## src/core/csp_pkg.sv

```systemverilog
// package: constants, states and carriers of the cascade serial port
package csp_pkg;

	// ----------------------------------------------------------------
	// framing and widths
	// ----------------------------------------------------------------
	localparam int unsigned SYNC_STAGES = 3;
	localparam int unsigned BYTE_BITS   = 8;
	localparam int unsigned CNT_W       = 3;
	localparam int unsigned LEN_W       = 8;
	localparam int unsigned CHANNELS    = 4;
	localparam int unsigned PIN_W       = 4;

	// ----------------------------------------------------------------
	// counts and reset values
	// ----------------------------------------------------------------
	localparam logic [CNT_W-1:0] BIT_LAST     = 3'h7;
	localparam logic [CNT_W-1:0] BIT_FIRST    = 3'h0;
	localparam logic [LEN_W-1:0] LEN_ONE      = 8'h01;
	localparam logic [LEN_W-1:0] LEN_ZERO     = 8'h00;
	localparam logic [BYTE_BITS-1:0] BYTE_ZERO = 8'h00;
	// pin order in the synchroniser: chain_in, din, sclk, cs_n
	localparam logic [PIN_W-1:0] PIN_RESET    = 4'hb;

	// ----------------------------------------------------------------
	// types
	// ----------------------------------------------------------------
	typedef enum logic [1:0] {
		CSP_IDLE = 2'h0,
		CSP_WAIT = 2'h1,
		CSP_XFER = 2'h3,
		CSP_DONE = 2'h2
	} csp_state_t;

	typedef struct packed {
		logic chain_enable_in;
		logic din;
		logic sclk;
		logic cs_n;
	} csp_link_t;

	typedef struct packed {
		logic [BYTE_BITS-1:0] data;
		logic                 valid;
	} csp_rx_t;

	typedef struct packed {
		logic out;
		logic oe_n;
	} csp_pin_t;

endpackage

```

## src/core/csp_top.sv

```systemverilog
// module: cascadable serial slave port with fault flags and clock output
`timescale 1ns/1ps
module csp_top (
	input  wire logic                             i_clock,
	input  wire logic                             i_rst,
	input  wire logic                             i_cs_n,
	input  wire logic                             i_sclk,
	input  wire logic                             i_din,
	input  wire logic                             i_chain_enable_in,
	input  wire logic [csp_pkg::LEN_W-1:0]        i_xfer_bytes,
	input  wire logic [csp_pkg::BYTE_BITS-1:0]    i_tx_byte,
	input  wire logic [csp_pkg::CHANNELS-1:0]     i_input_fault,
	input  wire logic [csp_pkg::CHANNELS-1:0]     i_result_overflow,
	input  wire logic                             i_crystal_osc_enable,
	input  wire logic                             i_crystal_fitted,
	output csp_pkg::csp_pin_t                     o_dout,
	output logic                                  o_chain_enable_out,
	output csp_pkg::csp_pin_t                     o_fault_n,
	output csp_pkg::csp_pin_t                     o_range_exceeded_n,
	output csp_pkg::csp_pin_t                     o_buffered_osc_out,
	output csp_pkg::csp_rx_t                      o_rx,
	output logic                                  o_tx_req,
	output logic                                  o_xfer_active,
	output logic                                  o_xfer_done
);

	// ----------------------------------------------------------------
	// pin synchronisers
	// ----------------------------------------------------------------
	csp_pkg::csp_link_t link_raw;
	csp_pkg::csp_link_t link;
	logic [csp_pkg::CHANNELS-1:0] fault_sync;

	assign link_raw.chain_enable_in = i_chain_enable_in;
	assign link_raw.din             = i_din;
	assign link_raw.sclk            = i_sclk;
	assign link_raw.cs_n            = i_cs_n;

	csp_sync #(
		.W     (csp_pkg::PIN_W),
		.RESET (csp_pkg::PIN_RESET)
	) u_link_sync (
		.i_clock (i_clock),
		.i_rst   (i_rst),
		.i_async (link_raw),
		.o_level (link)
	);

	csp_sync #(
		.W     (csp_pkg::CHANNELS),
		.RESET ('0)
	) u_fault_sync (
		.i_clock (i_clock),
		.i_rst   (i_rst),
		.i_async (i_input_fault),
		.o_level (fault_sync)
	);

	// ----------------------------------------------------------------
	// edge detection on filtered levels
	// ----------------------------------------------------------------
	csp_pkg::csp_link_t prev_q;

	always_ff @(posedge i_clock) begin
		if (i_rst) begin
			prev_q <= csp_pkg::PIN_RESET;
		end else begin
			prev_q <= link;
		end
	end

	wire sclk_rise  = link.sclk & ~prev_q.sclk;
	wire sclk_fall  = ~link.sclk & prev_q.sclk;
	wire cs_fall    = ~link.cs_n & prev_q.cs_n;
	wire cs_low     = ~link.cs_n;
	wire chain_fall = ~link.chain_enable_in & prev_q.chain_enable_in;

	// ----------------------------------------------------------------
	// state and counters
	// ----------------------------------------------------------------
	csp_pkg::csp_state_t                 state_q;
	csp_pkg::csp_state_t                 state_d;
	logic [csp_pkg::CNT_W-1:0]           bit_cnt_q;
	logic [csp_pkg::LEN_W-1:0]           byte_cnt_q;
	logic [csp_pkg::LEN_W-1:0]           len_q;
	logic [csp_pkg::BYTE_BITS-1:0]       rx_shift_q;
	logic [csp_pkg::BYTE_BITS-1:0]       tx_shift_q;
	logic                                drive_q;
	logic                                chain_out_q;

	// ----------------------------------------------------------------
	// decode
	// ----------------------------------------------------------------
	wire in_xfer     = (state_q == csp_pkg::CSP_XFER);
	wire last_cycle  = (bit_cnt_q == csp_pkg::BIT_FIRST);
	wire bit7_next   = (bit_cnt_q == csp_pkg::BIT_LAST);
	wire [csp_pkg::LEN_W-1:0] len_eff =
		(i_xfer_bytes == csp_pkg::LEN_ZERO) ? csp_pkg::LEN_ONE : i_xfer_bytes;
	wire last_byte   = (byte_cnt_q == len_q - csp_pkg::LEN_ONE);
	wire start_cs    = cs_fall & ~link.chain_enable_in;
	wire start_chain = cs_low & sclk_rise & last_cycle
		& ~link.chain_enable_in & (state_q == csp_pkg::CSP_WAIT);
	wire byte_end    = in_xfer & sclk_fall & bit7_next;
	wire xfer_end    = byte_end & last_byte;
	wire load_tx     = start_cs | start_chain
		| (in_xfer & sclk_rise & last_cycle);
	wire [csp_pkg::BYTE_BITS-1:0] rx_next =
		{rx_shift_q[csp_pkg::BYTE_BITS-2:0], link.din};

	// ----------------------------------------------------------------
	// next state
	// ----------------------------------------------------------------
	always_comb begin
		state_d = state_q;
		unique case (state_q)
			csp_pkg::CSP_IDLE: begin
				if (start_cs) begin
					state_d = csp_pkg::CSP_XFER;
				end else if (cs_fall) begin
					state_d = csp_pkg::CSP_WAIT;
				end
			end
			csp_pkg::CSP_WAIT: begin
				if (start_chain) begin
					state_d = csp_pkg::CSP_XFER;
				end
			end
			csp_pkg::CSP_XFER: begin
				if (xfer_end) begin
					state_d = csp_pkg::CSP_DONE;
				end
			end
			csp_pkg::CSP_DONE: begin
				state_d = csp_pkg::CSP_DONE;
			end
		endcase
		if (~cs_low && !cs_fall) begin
			state_d = csp_pkg::CSP_IDLE;
		end
	end

	always_ff @(posedge i_clock) begin
		if (i_rst) begin
			state_q <= csp_pkg::CSP_IDLE;
		end else begin
			state_q <= state_d;
		end
	end

	// ----------------------------------------------------------------
	// bit counter framed from select falling, byte counter from transfer start (select or chain)
	// ----------------------------------------------------------------
	always_ff @(posedge i_clock) begin
		if (i_rst || cs_fall || !cs_low) begin
			bit_cnt_q <= csp_pkg::BIT_FIRST;
		end else if (sclk_fall) begin
			bit_cnt_q <= bit_cnt_q + 3'h1;
		end
	end

	always_ff @(posedge i_clock) begin
		if (i_rst) begin
			byte_cnt_q <= csp_pkg::LEN_ZERO;
			len_q      <= csp_pkg::LEN_ONE;
		end else if (start_cs || start_chain) begin
			byte_cnt_q <= csp_pkg::LEN_ZERO;
			len_q      <= len_eff;
		end else if (byte_end) begin
			byte_cnt_q <= byte_cnt_q + csp_pkg::LEN_ONE;
		end
	end

	// ----------------------------------------------------------------
	// receive: capture on falling edges only while transferring
	// ----------------------------------------------------------------
	always_ff @(posedge i_clock) begin
		if (i_rst) begin
			rx_shift_q <= csp_pkg::BYTE_ZERO;
		end else if (in_xfer && sclk_fall && cs_low) begin
			rx_shift_q <= rx_next;
		end
	end

	always_ff @(posedge i_clock) begin
		if (i_rst) begin
			o_rx <= '0;
		end else begin
			o_rx.valid <= byte_end;
			if (byte_end) begin
				o_rx.data <= rx_next;
			end
		end
	end

	// ----------------------------------------------------------------
	// transmit: launch on rising edges, first bit at select fall, or at the chain start after the chain-fall driver enable
	// ----------------------------------------------------------------
	always_ff @(posedge i_clock) begin
		if (i_rst) begin
			tx_shift_q <= csp_pkg::BYTE_ZERO;
			o_dout.out <= 1'b0;
		end else if (load_tx) begin
			o_dout.out <= i_tx_byte[csp_pkg::BYTE_BITS-1];
			tx_shift_q <= {i_tx_byte[csp_pkg::BYTE_BITS-2:0], 1'b0};
		end else if (in_xfer && sclk_rise) begin
			o_dout.out <= tx_shift_q[csp_pkg::BYTE_BITS-1];
			tx_shift_q <= {tx_shift_q[csp_pkg::BYTE_BITS-2:0], 1'b0};
		end
	end

	always_ff @(posedge i_clock) begin
		if (i_rst) begin
			o_tx_req <= 1'b0;
		end else begin
			o_tx_req <= load_tx;
		end
	end

	// ----------------------------------------------------------------
	// data out driver enable
	// ----------------------------------------------------------------
	always_ff @(posedge i_clock) begin
		if (i_rst || !cs_low) begin
			drive_q <= 1'b0;
		end else if (xfer_end) begin
			drive_q <= 1'b0;
		end else if (start_cs) begin
			drive_q <= 1'b1;
		end else if (chain_fall && state_q == csp_pkg::CSP_WAIT) begin
			drive_q <= 1'b1;
		end else if (start_chain) begin
			drive_q <= 1'b1;
		end
	end

	wire dout_drive = drive_q & cs_low & ~xfer_end & (state_d != csp_pkg::CSP_DONE);

	always_ff @(posedge i_clock) begin
		if (i_rst) begin
			o_dout.oe_n <= 1'b1;
		end else begin
			o_dout.oe_n <= ~(dout_drive | (start_cs & cs_low));
		end
	end

	// ----------------------------------------------------------------
	// chain output toward the next device
	// ----------------------------------------------------------------
	wire chain_low_set = in_xfer & sclk_rise & bit7_next & last_byte;

	always_ff @(posedge i_clock) begin
		if (i_rst) begin
			chain_out_q <= 1'b1;
		end else if (sclk_rise) begin
			chain_out_q <= ~chain_low_set;
		end
	end

	assign o_chain_enable_out = chain_out_q;

	// ----------------------------------------------------------------
	// status to the device core
	// ----------------------------------------------------------------
	always_ff @(posedge i_clock) begin
		if (i_rst) begin
			o_xfer_active <= 1'b0;
			o_xfer_done   <= 1'b0;
		end else begin
			o_xfer_active <= (state_d == csp_pkg::CSP_XFER);
			o_xfer_done   <= xfer_end;
		end
	end

	// ----------------------------------------------------------------
	// open-drain flags, driven low when asserted
	// ----------------------------------------------------------------
	wire fault_any = |fault_sync;
	wire over_any  = |i_result_overflow;

	always_ff @(posedge i_clock) begin
		if (i_rst) begin
			o_fault_n          <= '{out: 1'b0, oe_n: 1'b1};
			o_range_exceeded_n <= '{out: 1'b0, oe_n: 1'b1};
		end else begin
			o_fault_n.out           <= 1'b0;
			o_fault_n.oe_n          <= ~fault_any;
			o_range_exceeded_n.out  <= 1'b0;
			o_range_exceeded_n.oe_n <= ~(over_any | fault_any);
		end
	end

	// ----------------------------------------------------------------
	// buffered oscillator output, half core rate from a toggle divider
	// ----------------------------------------------------------------
	wire osc_on = i_crystal_osc_enable & i_crystal_fitted;

	always_ff @(posedge i_clock) begin
		if (i_rst) begin
			o_buffered_osc_out <= '{out: 1'b0, oe_n: 1'b1};
		end else begin
			o_buffered_osc_out.out  <= osc_on & ~o_buffered_osc_out.out;
			o_buffered_osc_out.oe_n <= ~osc_on;
		end
	end

endmodule

```

## src/core/csp_sync.sv

```systemverilog
// module: three-stage pin synchroniser with agreement filter
`timescale 1ns/1ps
module csp_sync #(
	parameter int unsigned               W     = 4,
	parameter logic        [W-1:0]       RESET = '0
) (
	input  wire logic         i_clock,
	input  wire logic         i_rst,
	input  wire logic [W-1:0] i_async,
	output logic      [W-1:0] o_level
);

	// ----------------------------------------------------------------
	// per bit: three stage flops and a level flop, level moves once stages two and three agree
	// ----------------------------------------------------------------
	genvar g;
	generate
		for (g = 0; g < W; g++) begin : g_bit
			logic s1_q;
			logic s2_q;
			logic s3_q;
			logic lvl_q;
			always_ff @(posedge i_clock) begin
				if (i_rst) begin
					s1_q  <= RESET[g];
					s2_q  <= RESET[g];
					s3_q  <= RESET[g];
					lvl_q <= RESET[g];
				end else begin
					s1_q <= i_async[g];
					s2_q <= s1_q;
					s3_q <= s2_q;
					if (s2_q == s3_q) begin
						lvl_q <= s3_q;
					end
				end
			end
			assign o_level[g] = lvl_q;
		end
	endgenerate

endmodule

```

## config.mk

```make
export PLATFORM = sky130hd
export DESIGN_NAME = csp_top
export DESIGN_NICKNAME = d
export VERILOG_FILES = /design/src/core/csp_pkg.sv /design/src/core/csp_top.sv /design/src/core/csp_sync.sv
export SDC_FILE = /design/constraint.sdc
export NUM_CORES = 1
export LEC_CHECK = 0
export ABC_AREA = 0
export CAP_MARGIN = 10
export CORE_ASPECT_RATIO = 0.7
export CORE_MARGIN = 2
export CORE_UTILIZATION = 56
export CTS_BUF_LIST = sky130_fd_sc_hd__clkbuf_8 sky130_fd_sc_hd__clkbuf_16
export CTS_CLUSTER_DIAMETER = 150
export DETAILED_ROUTE_END_ITERATION = 8
export DONT_BUFFER_PORTS = 1
export PLACE_DENSITY = 0.76
export SYNTH_ARGS = -nofsm -noshare
export SYNTH_HDL_FRONTEND = slang
export SYNTH_HIERARCHICAL = 1
export SYNTH_SLANG_ARGS = --single-unit
```

## constraint.sdc

```tcl
create_clock -name i_clock -period 1.7 [get_ports i_clock]
set_input_delay 0.255 -clock i_clock [delete_from_list [all_inputs] [get_ports i_clock]]
set_output_delay 0.255 -clock i_clock [all_outputs]
set_load 0.01 [all_outputs]
```

---- After elaboration in Yosys (flattened, before gate mapping) ----
Cells that the tools add are included.
word-level totals
  bits in registers ....................... 92
  bits of input ports ..................... 32
  output and inout port bits .............. 21
  word-level logic and storage cells ...... 144
cells by class
  add/subtract/negate cells ............... 3
  equal/unequal tests ..................... 15
  mux-type cells .......................... 14
  bitwise logic cells ..................... 37
  reductions and logical operators ........ 19
operators by type and width
  cell                   number
  $mux W8                3
  $and A1 B1 Y1          22
  $not A1 Y1             11
  $mux W2                5
  $add A8 B1 Y8 const B  1
  $eq A1 B1 Y1           8
  $eq A8 B8 Y1           1
  $logic_not A8 Y1       1
  $pmux W2 S4            1
  $reduce_or A4 Y1       2
  $sub A8 B1 Y8 const B  1
  $eq A2 B2 Y1 const B   3
  $logic_and A1 B1 Y1    5
  $mux W1                5
  $logic_or A1 B1 Y1     4
  $or A1 B1 Y1           4
  $reduce_or A2 Y1       2
  $add A3 B1 Y3 const B  1
  $eq A3 B3 Y1 const B   1
  $logic_not A3 Y1       1
  $reduce_bool A3 Y1     1
  $eq A2 B1 Y1 const B   1
  $logic_not A2 Y1       1
  $ne A2 B2 Y1 const B   1
  other kinds (2)        2

---- Depth between registers and ports, before layout ----
Gate-level depths: netlist (run 1).
  word-level depth ........................ 13
  depth in mapped cells ................... 8
  mapped depth without buffers ............ 7

---- Hierarchy ----
The synthesis (run 1) kept the hierarchy.
by module, submodules not included
  module                    instances  cells an instance  area an instance (µm²)
  csp_top                   1          296                2613.8
  csp_sync at u_fault_sync  1          45                 516.7
  csp_sync at u_link_sync   1          45                 506.7

---- Worst setup path after synthesis (run 1) ----
OpenSTA, ideal clock, no wires.
  kind .................................... reg-to-reg
  start point ............................. reg bit_cnt_q[0] (netlist bit)
  end point ............................... reg tx_shift_q[1] (netlist bit)
  library setup time ...................... 0.132 ns
  arrival time ............................ 1.464 ns
  setup slack ............................. 0.103 ns
  cell stages (with the launch flop) ...... 9
  buffers on the path ..................... 1
  cell sequence ........................... dfxtp_1 -> inv_1 -> ha_1 -> and2b_2 -> a31oi_4 -> nor3_2 -> buf_4 -> o21ai_0 -> a21oi_1
on the way
  cells in the longest elaborated chain, start to end .. 7
RTL lines
  item                                           line            text
  start, declared                                csp_top.sv:83   logic [csp_pkg::CNT_W-1:0] bit_cnt_q;
  start signal, assigned                         csp_top.sv:155  bit_cnt_q <= csp_pkg::BIT_FIRST;
  start signal, assigned                         csp_top.sv:157  bit_cnt_q <= bit_cnt_q + 3'h1;
  $logic_not A3 Y1 (*)                           csp_top.sv:95   wire last_cycle = (bit_cnt_q == csp_pkg::BIT_FIRST);
  $and A1 B1 Y1                                  csp_top.sv:101  wire start_chain = cs_low & sclk_rise & last_cycle
  $and A1 B1 Y1 (2 in series)                    csp_top.sv:102  & ~link.chain_enable_in & (state_q == csp_pkg::CSP_WAIT);
  $or A1 B1 Y1                                   csp_top.sv:105  wire load_tx = start_cs | start_chain
  $or A1 B1 Y1 (*)                               csp_top.sv:106  | (in_xfer & sclk_rise & last_cycle);
  $mux W8 or $reduce_bool A2 Y1 (tied branches)  --
  end signal, assigned                           csp_top.sv:200  tx_shift_q <= csp_pkg::BYTE_ZERO;
  end signal, assigned                           csp_top.sv:204  tx_shift_q <= {i_tx_byte[csp_pkg::BYTE_BITS-2:0], 1'b0};
  end signal, assigned                           csp_top.sv:207  tx_shift_q <= {tx_shift_q[csp_pkg::BYTE_BITS-2:0], 1'b0};
  end, declared                                  csp_top.sv:87   logic [csp_pkg::BYTE_BITS-1:0] tx_shift_q;
Mark *: on every way between the ends. The rest lies on a longest branch, timed or not.
A chain may end at the register's enable or synchronous reset.

---- Worst setup path after layout (run 1) ----
  start point ............................. reg bit_cnt_q[1] (netlist bit)
  end point ............................... reg tx_shift_q[3] (netlist bit)
The elaborated chain is that of the path after synthesis.

==> results of run 1 <==
[placed cells by master (no fill, tap or decap), types with 3 or more instances in the layout]
cell type	n
dlygate4sd3_1	6
inv_1	4
clkbuf_8	9
nor2_1	25
mux2i_1	7
dfxtp_1	86
nand4_1	3
o21bai_1	3
or2_1	6
xor2_1	8
nand3_1	9
inv_2	4
dfxtp_2	4
ha_1	3
and2b_2	10
xnor2_1	9
buf_4	18
nand2_1	52
or2_2	4
nor2b_2	4
a21oi_1	34
nor3_1	11
nor2_2	4
o21ai_0	17
nor2b_1	3
a211oi_2	6
[metal layers]
| layer | GRT usage (%) | wire [microns] | vias up | part of all wire (%) |
|---|---|---|---|---|
| met5 | 0 | 0 | - | 0 |
| met4 | 6.85 | 73 | 0 | 1.0 |
| met3 | 6.24 | 493 | 7 | 7.0 |
| met2 | 28.0 | 3140 | 80 | 45 |
| met1 | 27.8 | 3300 | 1253 | 47 |
| li1 | - | - | 1324 | - |
[final timing paths]
kind,startpoint,end,cells after the start
max,bit_cnt_q[1],tx_shift_q[3],9
min,i_input_fault[1],u_fault_sync/g_bit[1].s1_q,1
max reg2reg,bit_cnt_q[1],tx_shift_q[3],9
min reg2reg,u_link_sync/g_bit[0].s1_q,u_link_sync/g_bit[0].s2_q,1
[metrics by stage]
| step | setup TNS, ns | hold slack, ns | total power [mW] |
|---|---|---|---|
| global route | -0.191 | 0.0123 | 3.94 |
| floorplan | 0 | 0.349 | 2.25 |
| global placement | -0.00923 | 0.329 | 2.24 |
| detailed placement | -0.221 | 0.327 | 2.24 |
| CTS | 0 | 0.00713 | 3.84 |
| finish | 0 | 0.0196 | 3.80 |
[power groups by stage]
stage / registers, mW / logic [mW] / clock network [mW]
6_report: 2.14 / 0.0809 / 1.57
3_5_place_dp: 2.19 / 0.0456 / 0
4_1_cts: 2.15 / 0.0806 / 1.61
5_1_grt: 2.15 / 0.0901 / 1.70
2_1_floorplan: 2.19 / 0.0629 / 0
3_3_place_gp: 2.19 / 0.0449 / 0
[kinds of logic after synthesis]
kind of cell	synth area share, %
buf+inv	5.71
fa+ha+maj	1.72
xor+xnor	4.71
compound gates	14.6
flops	49.5
mux	1.93
other cells	0.103
simple gates	21.7
[cell type report]
| cell class | instances | share of cell area, % |
|---|---|---|
| Clock inverter | 7 | 2.29 |
| Sequential cell | 90 | 44.0 |
| Clock buffer | 9 | 3.02 |
| Multi-Input combinational cell | 262 | 40.9 |
| Tap cell | 78 | 2.38 |
| Timing Repair Buffer | 28 | 6.62 |
| Inverter | 8 | 0.732 |
[registers in the layout, summed over array words and instances (netlist names), 7 cells and up]
| register | count |
|---|---|
| len_q | 8 |
| tx_shift_q | 7 |
| o_rx | 9 |
| byte_cnt_q | 8 |
| rx_shift_q | 7 |
[worst max-delay path: cells and delay by family, from the launching register on]
| kind | cells | cell delay, ns |
|---|---|---|
| flip-flops | 1 | 0.33 |
| adder cells (fa/ha/maj) | 1 | 0.11 |
| AO/OA/AOI/OAI | 3 | 0.59 |
| AND/OR/NAND/NOR | 2 | 0.22 |
| buffers and inverters | 3 | 0.37 |
[timing repair]
action                     4_1_cts  5_1_grt
pin swaps                        0       10
setup endpoints to repair        7       24
hold buffers                     7        0
resized for setup                2       18
hold endpoints to repair        55        0
gates cloned                     0        1
setup buffers                    0        1
==> results.md, run 1 <==
- Comb power frac: 2.1%
- Io pins: 53
- Critical path launch point type: flip-flop
- Crit path DAT: between 1.5 and 2 ns
- Fill count: 514
- Top_reg_cell synth: dfxtp_1
- Mapped Cells: slightly below 400
- Multi-input gate area: 1680 sq um
- Sw Share: 21.0%
- Pwr/cell area: 926 nW/um^2
- Core Area: 6250 sq um
- Synth top area share: 49.5%
- CP Cell Sequence: inv_2, ha_4, and2b_2, a31oi_4, buf_6, o31ai_4, buf_12, nor2_1, a211oi_2
- Post-synth EDFFs: 0
- Fin crit share: 99.8%
- Most frequent cell after synthesis: dfxtp_1
- Fmax: 589 MHz
- Later-pin clock latency in the skew report: 0.36 ns
- Max_cap viols: 0
- Cell Area, Placed: about 3700 sq um
- #FFs+latches synth: 90
- Vert. Die Dim: 71.4 microns
- Final Non-Filler Cells: roughly 480
- Worst path slowest cell: o31ai_4
- Placed cells: 457
- Design area: ~4000 sq um
- P_leak: 1.48 nW
- Initial Util: 58.2%
- Final max-slew violation count: 0
- Placement Setup Slack: -0.120 ns
- NetSw: 0.797 mW
- Synth top area cells: dfxtp_1, nand2_1, a21oi_1
- Port Buffers: 0
- Hold crit path type: input pin to flip-flop
- Peak supply drop: 0.602 mV
- Syn Area/Cell: about 9.4 sq um
- Post-DR vias/cell: 5.53
- Post-Syn Area: roughly 3600 sq um
- Worst Slack Setup Final: 0.00277 ns
- Max FO, Critical Path: 6
- Critical Path RT: 1.98 ns
- Starting DRC count in detailed routing: 181
- Post-layout nets: 436
- FFs w/ async S/R, synth: 0%
- Final Setup Violations: 0
- H-Tree Depth: 3
- Synth warn: 6
- Hpwl dp: about 4.7 mm
- Vias in the first global route: 2317
- Worst Clk Skew: roughly 0.012 ns
- Run status: finished, final reports clean
- Register area share after synthesis: 49.5%
- Num CTS Buffers: 9
- Final Wtd Congestion: 0.901
- Cell Int Power: 3.00 mW
- Area Overhead vs Synth: 12.8%
- Reg clk slew, reported paths: 0.08 ns
- CTS Sinks: 90
- First-pass GRT wire length: 10.9 mm
- Register share of total power: between 50% and 60%
- Die Width: around 100 microns
- Total global routing overflow: 0
- Register area: 1810 sq um
- Per-cell routed wire length: 14.5 microns
- Drt total wl: 7.01 mm
- RSZ-0062 raised after global routing: true
- Worst Setup End Kind: flip-flop
- Final Util: around two thirds
- Worst reg2reg setup slack: 0.003 ns
- WS Path Type: flip-flop to flip-flop
- CP peak stage delay: ~0.34 ns
- Area leader, netlist: dfxtp_1
- Root Buffer: clkbuf_8
- Core Rows: 24
- Residual DRC count: 0
- CTS tree: built
- Antenna violations before repair: 0
- List of most frequent post-synthesis cells: dfxtp_1, nand2_1, a21oi_1
- Final Hold Vio Count: 0
- Largest net degree at the start of global routing: between 50 and 60
- Die area: around 7000 sq um
- Final ANT Viol Nets: 0
- Synth cell types: 57
- Share of layout cells above drive strength 1: 22.0%
- Clock group share of total power: 41.4%
- Fin crit period: 1.70 ns
- ANT cells: 0
- Tot GR Track Use: 19.5%
- CTS max path bufs: 2
- First-pass DRT Iterations: 4
- Via count: 2664
Power figures use the tool's default switching activity.
==> inputs of run 2 (changes only) <==
Settings changed: ABC_AREA 0 to 1.
==> results.md, run 2 <==
- Per-cell routed wire length: 12.4 microns
- Die Width: approximately 100 microns
- Worst Clk Skew: 0.00683 ns
- CTS max path bufs: 2
- Post-layout nets: 523
- Biggest register: o_rx
- Fmax: 612 MHz
- Num CTS Buffers: 9
- Max FO, Critical Path: 6
- Run status: finished, final reports clean
- Mapped Cells: roughly 470
- Port Buffers: 0
- Synth top area share: 48.8%
- #FFs+latches synth: 90
- Via count: 2903
- Sw Share: between 20% and 30%
- Synth top area cells: dfxtp_1, nor2_1, nand2_1
- Share of layout cells above drive strength 1: between 10% and 20%
- Root Buffer: clkbuf_8
- Later-pin clock latency in the skew report: 0.35 ns
- Final Hold Vio Count: 0
- Die area: 7270 sq um
- Crit path DAT: between 1.5 and 2 ns
- Cell Area, Placed: 3750 sq um
- Relative slew slack: 32.9%
- Worst Setup End Kind: flip-flop
- P_leak: between 1.5 and 2 nW
- Post-Syn Area: 3690 sq um
- Final Util: between 60% and 70%
- Pwr/cell area: 857 nW/um^2
- Drt total wl: 7.10 mm
- First-pass DRT Iterations: 4
- Post-synth EDFFs: 0
- Largest net degree at the start of global routing: 29
- Comb power frac: approximately 2.6%
- Hold slack: 0.0159 ns
- Max_cap viols: 0
- Synth warn: 6
- H-Tree Depth: 3
- Hpwl dp: 4.78 mm
- Most frequent cell after synthesis: dfxtp_1
- Register share of total power: about three fifths
- CTS Sinks: 90
- Reg clk slew, reported paths: 0.09 ns
- Critical Path RT: roughly 2.0 ns
- Post-DR vias/cell: 5.09
- Clock group share of total power: 36.1%
- FFs w/ async S/R, synth: 0%
- Hold crit path type: input pin to flip-flop
- NetSw: 0.800 mW
- Vert. Die Dim: a little over 70 microns
- Met2 Usage GRT: between 30% and 40%
- Most frequent cells in the layout: dfxtp_1, nor2_1, nand2_1, inv_1, o21ai_0
- Fin crit share: 96.1%
- Critical path launch point type: flip-flop
- Residual DRC count: 0
- Vias in the first global route: approximately 2500
- Final Setup Violations: 0
- Leading cell type in the layout, fill and taps excluded: dfxtp_1
- Cell Int Power: 2.70 mW
- CTS tree: built
- Final max-slew violation count: 0
- Placement Setup Slack: 0.0422 ns
- Core Rows: 24
- First-pass GRT wire length: 11.6 mm
- Final Wtd Congestion: 0.880
- Most Crowded Layer GR: met2
- Initial Util: 58.6%
- Core Area: 6310 sq um
- Met3 Use GR: 9.06%
- Area Overhead vs Synth: 10.6%
- Top_reg_cell synth: dfxtp_1
- Peak supply drop: 0.480 mV
- Io pins: between 50 and 60
- Starting DRC count in detailed routing: 148
- Synth cell types: 40
- Final ANT Viol Nets: 0
- RSZ-0062 raised after global routing: true
- WS Path Type: flip-flop to flip-flop
- List of most frequent post-synthesis cells: dfxtp_1, nor2_1, nand2_1
- Worst Slack Setup Final: 0.0665 ns
- Area leader, netlist: dfxtp_1
- Total global routing overflow: 0
- Antenna violations before repair: 1
- Syn Area/Cell: just under 8 sq um
- Met1 Resource Use GR: a little over a quarter
- Top Registers: o_rx (9), byte_cnt_q (8), len_q (8)
- Fin crit period: 1.63 ns
- Design area: 4080 sq um
- Largest register FFs: 9
- Register area share after synthesis: 48.8%
- Tot GR Track Use: between 20% and 30%
- Worst-Margin Slew: 1.00 ns
==> run 2: cell count changes after synthesis, sizes merged, moves of 7 or more <==
cell | previous run | this run
nor2 | 29 | 91
o21ai | 17 | 37
and2b | 12 | 0
inv | 7 | 68
nor2b | 7 | 0
a21oi | 35 | 21
nand2 | 53 | 72
nor3 | 13 | 5
nand3 | 9 | 21
==> run 2: timing repair <==
| item | in CTS | in global routing |
|---|---|---|
| endpoints found under the setup margin | 1 | 17 |
| resized for setup | 0 | 13 |
| gates cloned | 0 | 1 |
| pin swaps | 1 | 6 |
| hold endpoints to repair | 29 | 0 |
| hold buffers | 11 | 0 |
| setup buffers | 0 | 2 |
==> run 2: per-layer routing <==
layer	vias to the layer above	wire (microns)
met5	-	0
met4	0	76
met3	9	535
met2	90	3150
met1	1311	3330
li1	1493	-
==> run 2: critical path, stage by stage, from the launching register on <==
cell     delay (ns)
dfxtp_2        0.34
ha_1           0.14
ha_1           0.15
nand3_2        0.10
nor2_4         0.21
nand2_2        0.10
nor3_4         0.15
nand3_1        0.11
xor2_1         0.18
nor2_2         0.04
==> run 2: through the flow <==
step,TNS (ns),cells,power [mW]
2_1_floorplan,0,469,2.26
3_3_place_gp,0,539,2.26
6_report,0,570,3.50
5_1_grt,-0.232,570,3.65
4_1_cts,0,566,3.54
3_5_place_dp,0,539,2.26
==> run 2: path summary, 6_finish.rpt <==
check,start,endpoint,slack (ns),depth (start not counted)
max,bit_cnt_q[0],byte_cnt_q[6],0.07,9
min,i_tx_byte[0],tx_shift_q[1],0.02,2
max reg2reg,bit_cnt_q[0],byte_cnt_q[6],0.07,9
min reg2reg,u_fault_sync/g_bit[0].s1_q,u_fault_sync/g_bit[0].s2_q,0.41,2
==> run 2: cell families after synthesis <==
group | Yosys count | synth area share (%)
compound gates | 67 | 10.5
buf+inv | 88 | 10.7
mux | 3 | 0.813
fa+ha+maj | 5 | 1.69
xor+xnor | 10 | 2.37
flops | 90 | 48.8
other cells | 1 | 0.102
simple gates | 204 | 25.1
==> run 2: cell type report <==
class | instances | area (sq um)
Antenna cell | 1 | 2.50
Sequential cell | 90 | 1800
Clock buffer | 9 | 124
Timing Repair Buffer | 25 | 215
Clock inverter | 7 | 43.8
Multi-Input combinational cell | 292 | 1540
Fill cell | 560 | 2220
Tap cell | 78 | 97.6
Inverter | 68 | 258
==> run 2: power by group through the flow <==
stage                     registers [mW]  clock network, mW  logic (mW)
after floorplan                     2.19                  0      0.0633
after global routing                2.15               1.40       0.105
after global placement              2.20                  0      0.0607
final                               2.15               1.26      0.0925
after CTS                           2.15               1.31      0.0917
after detailed placement            2.20                  0      0.0632
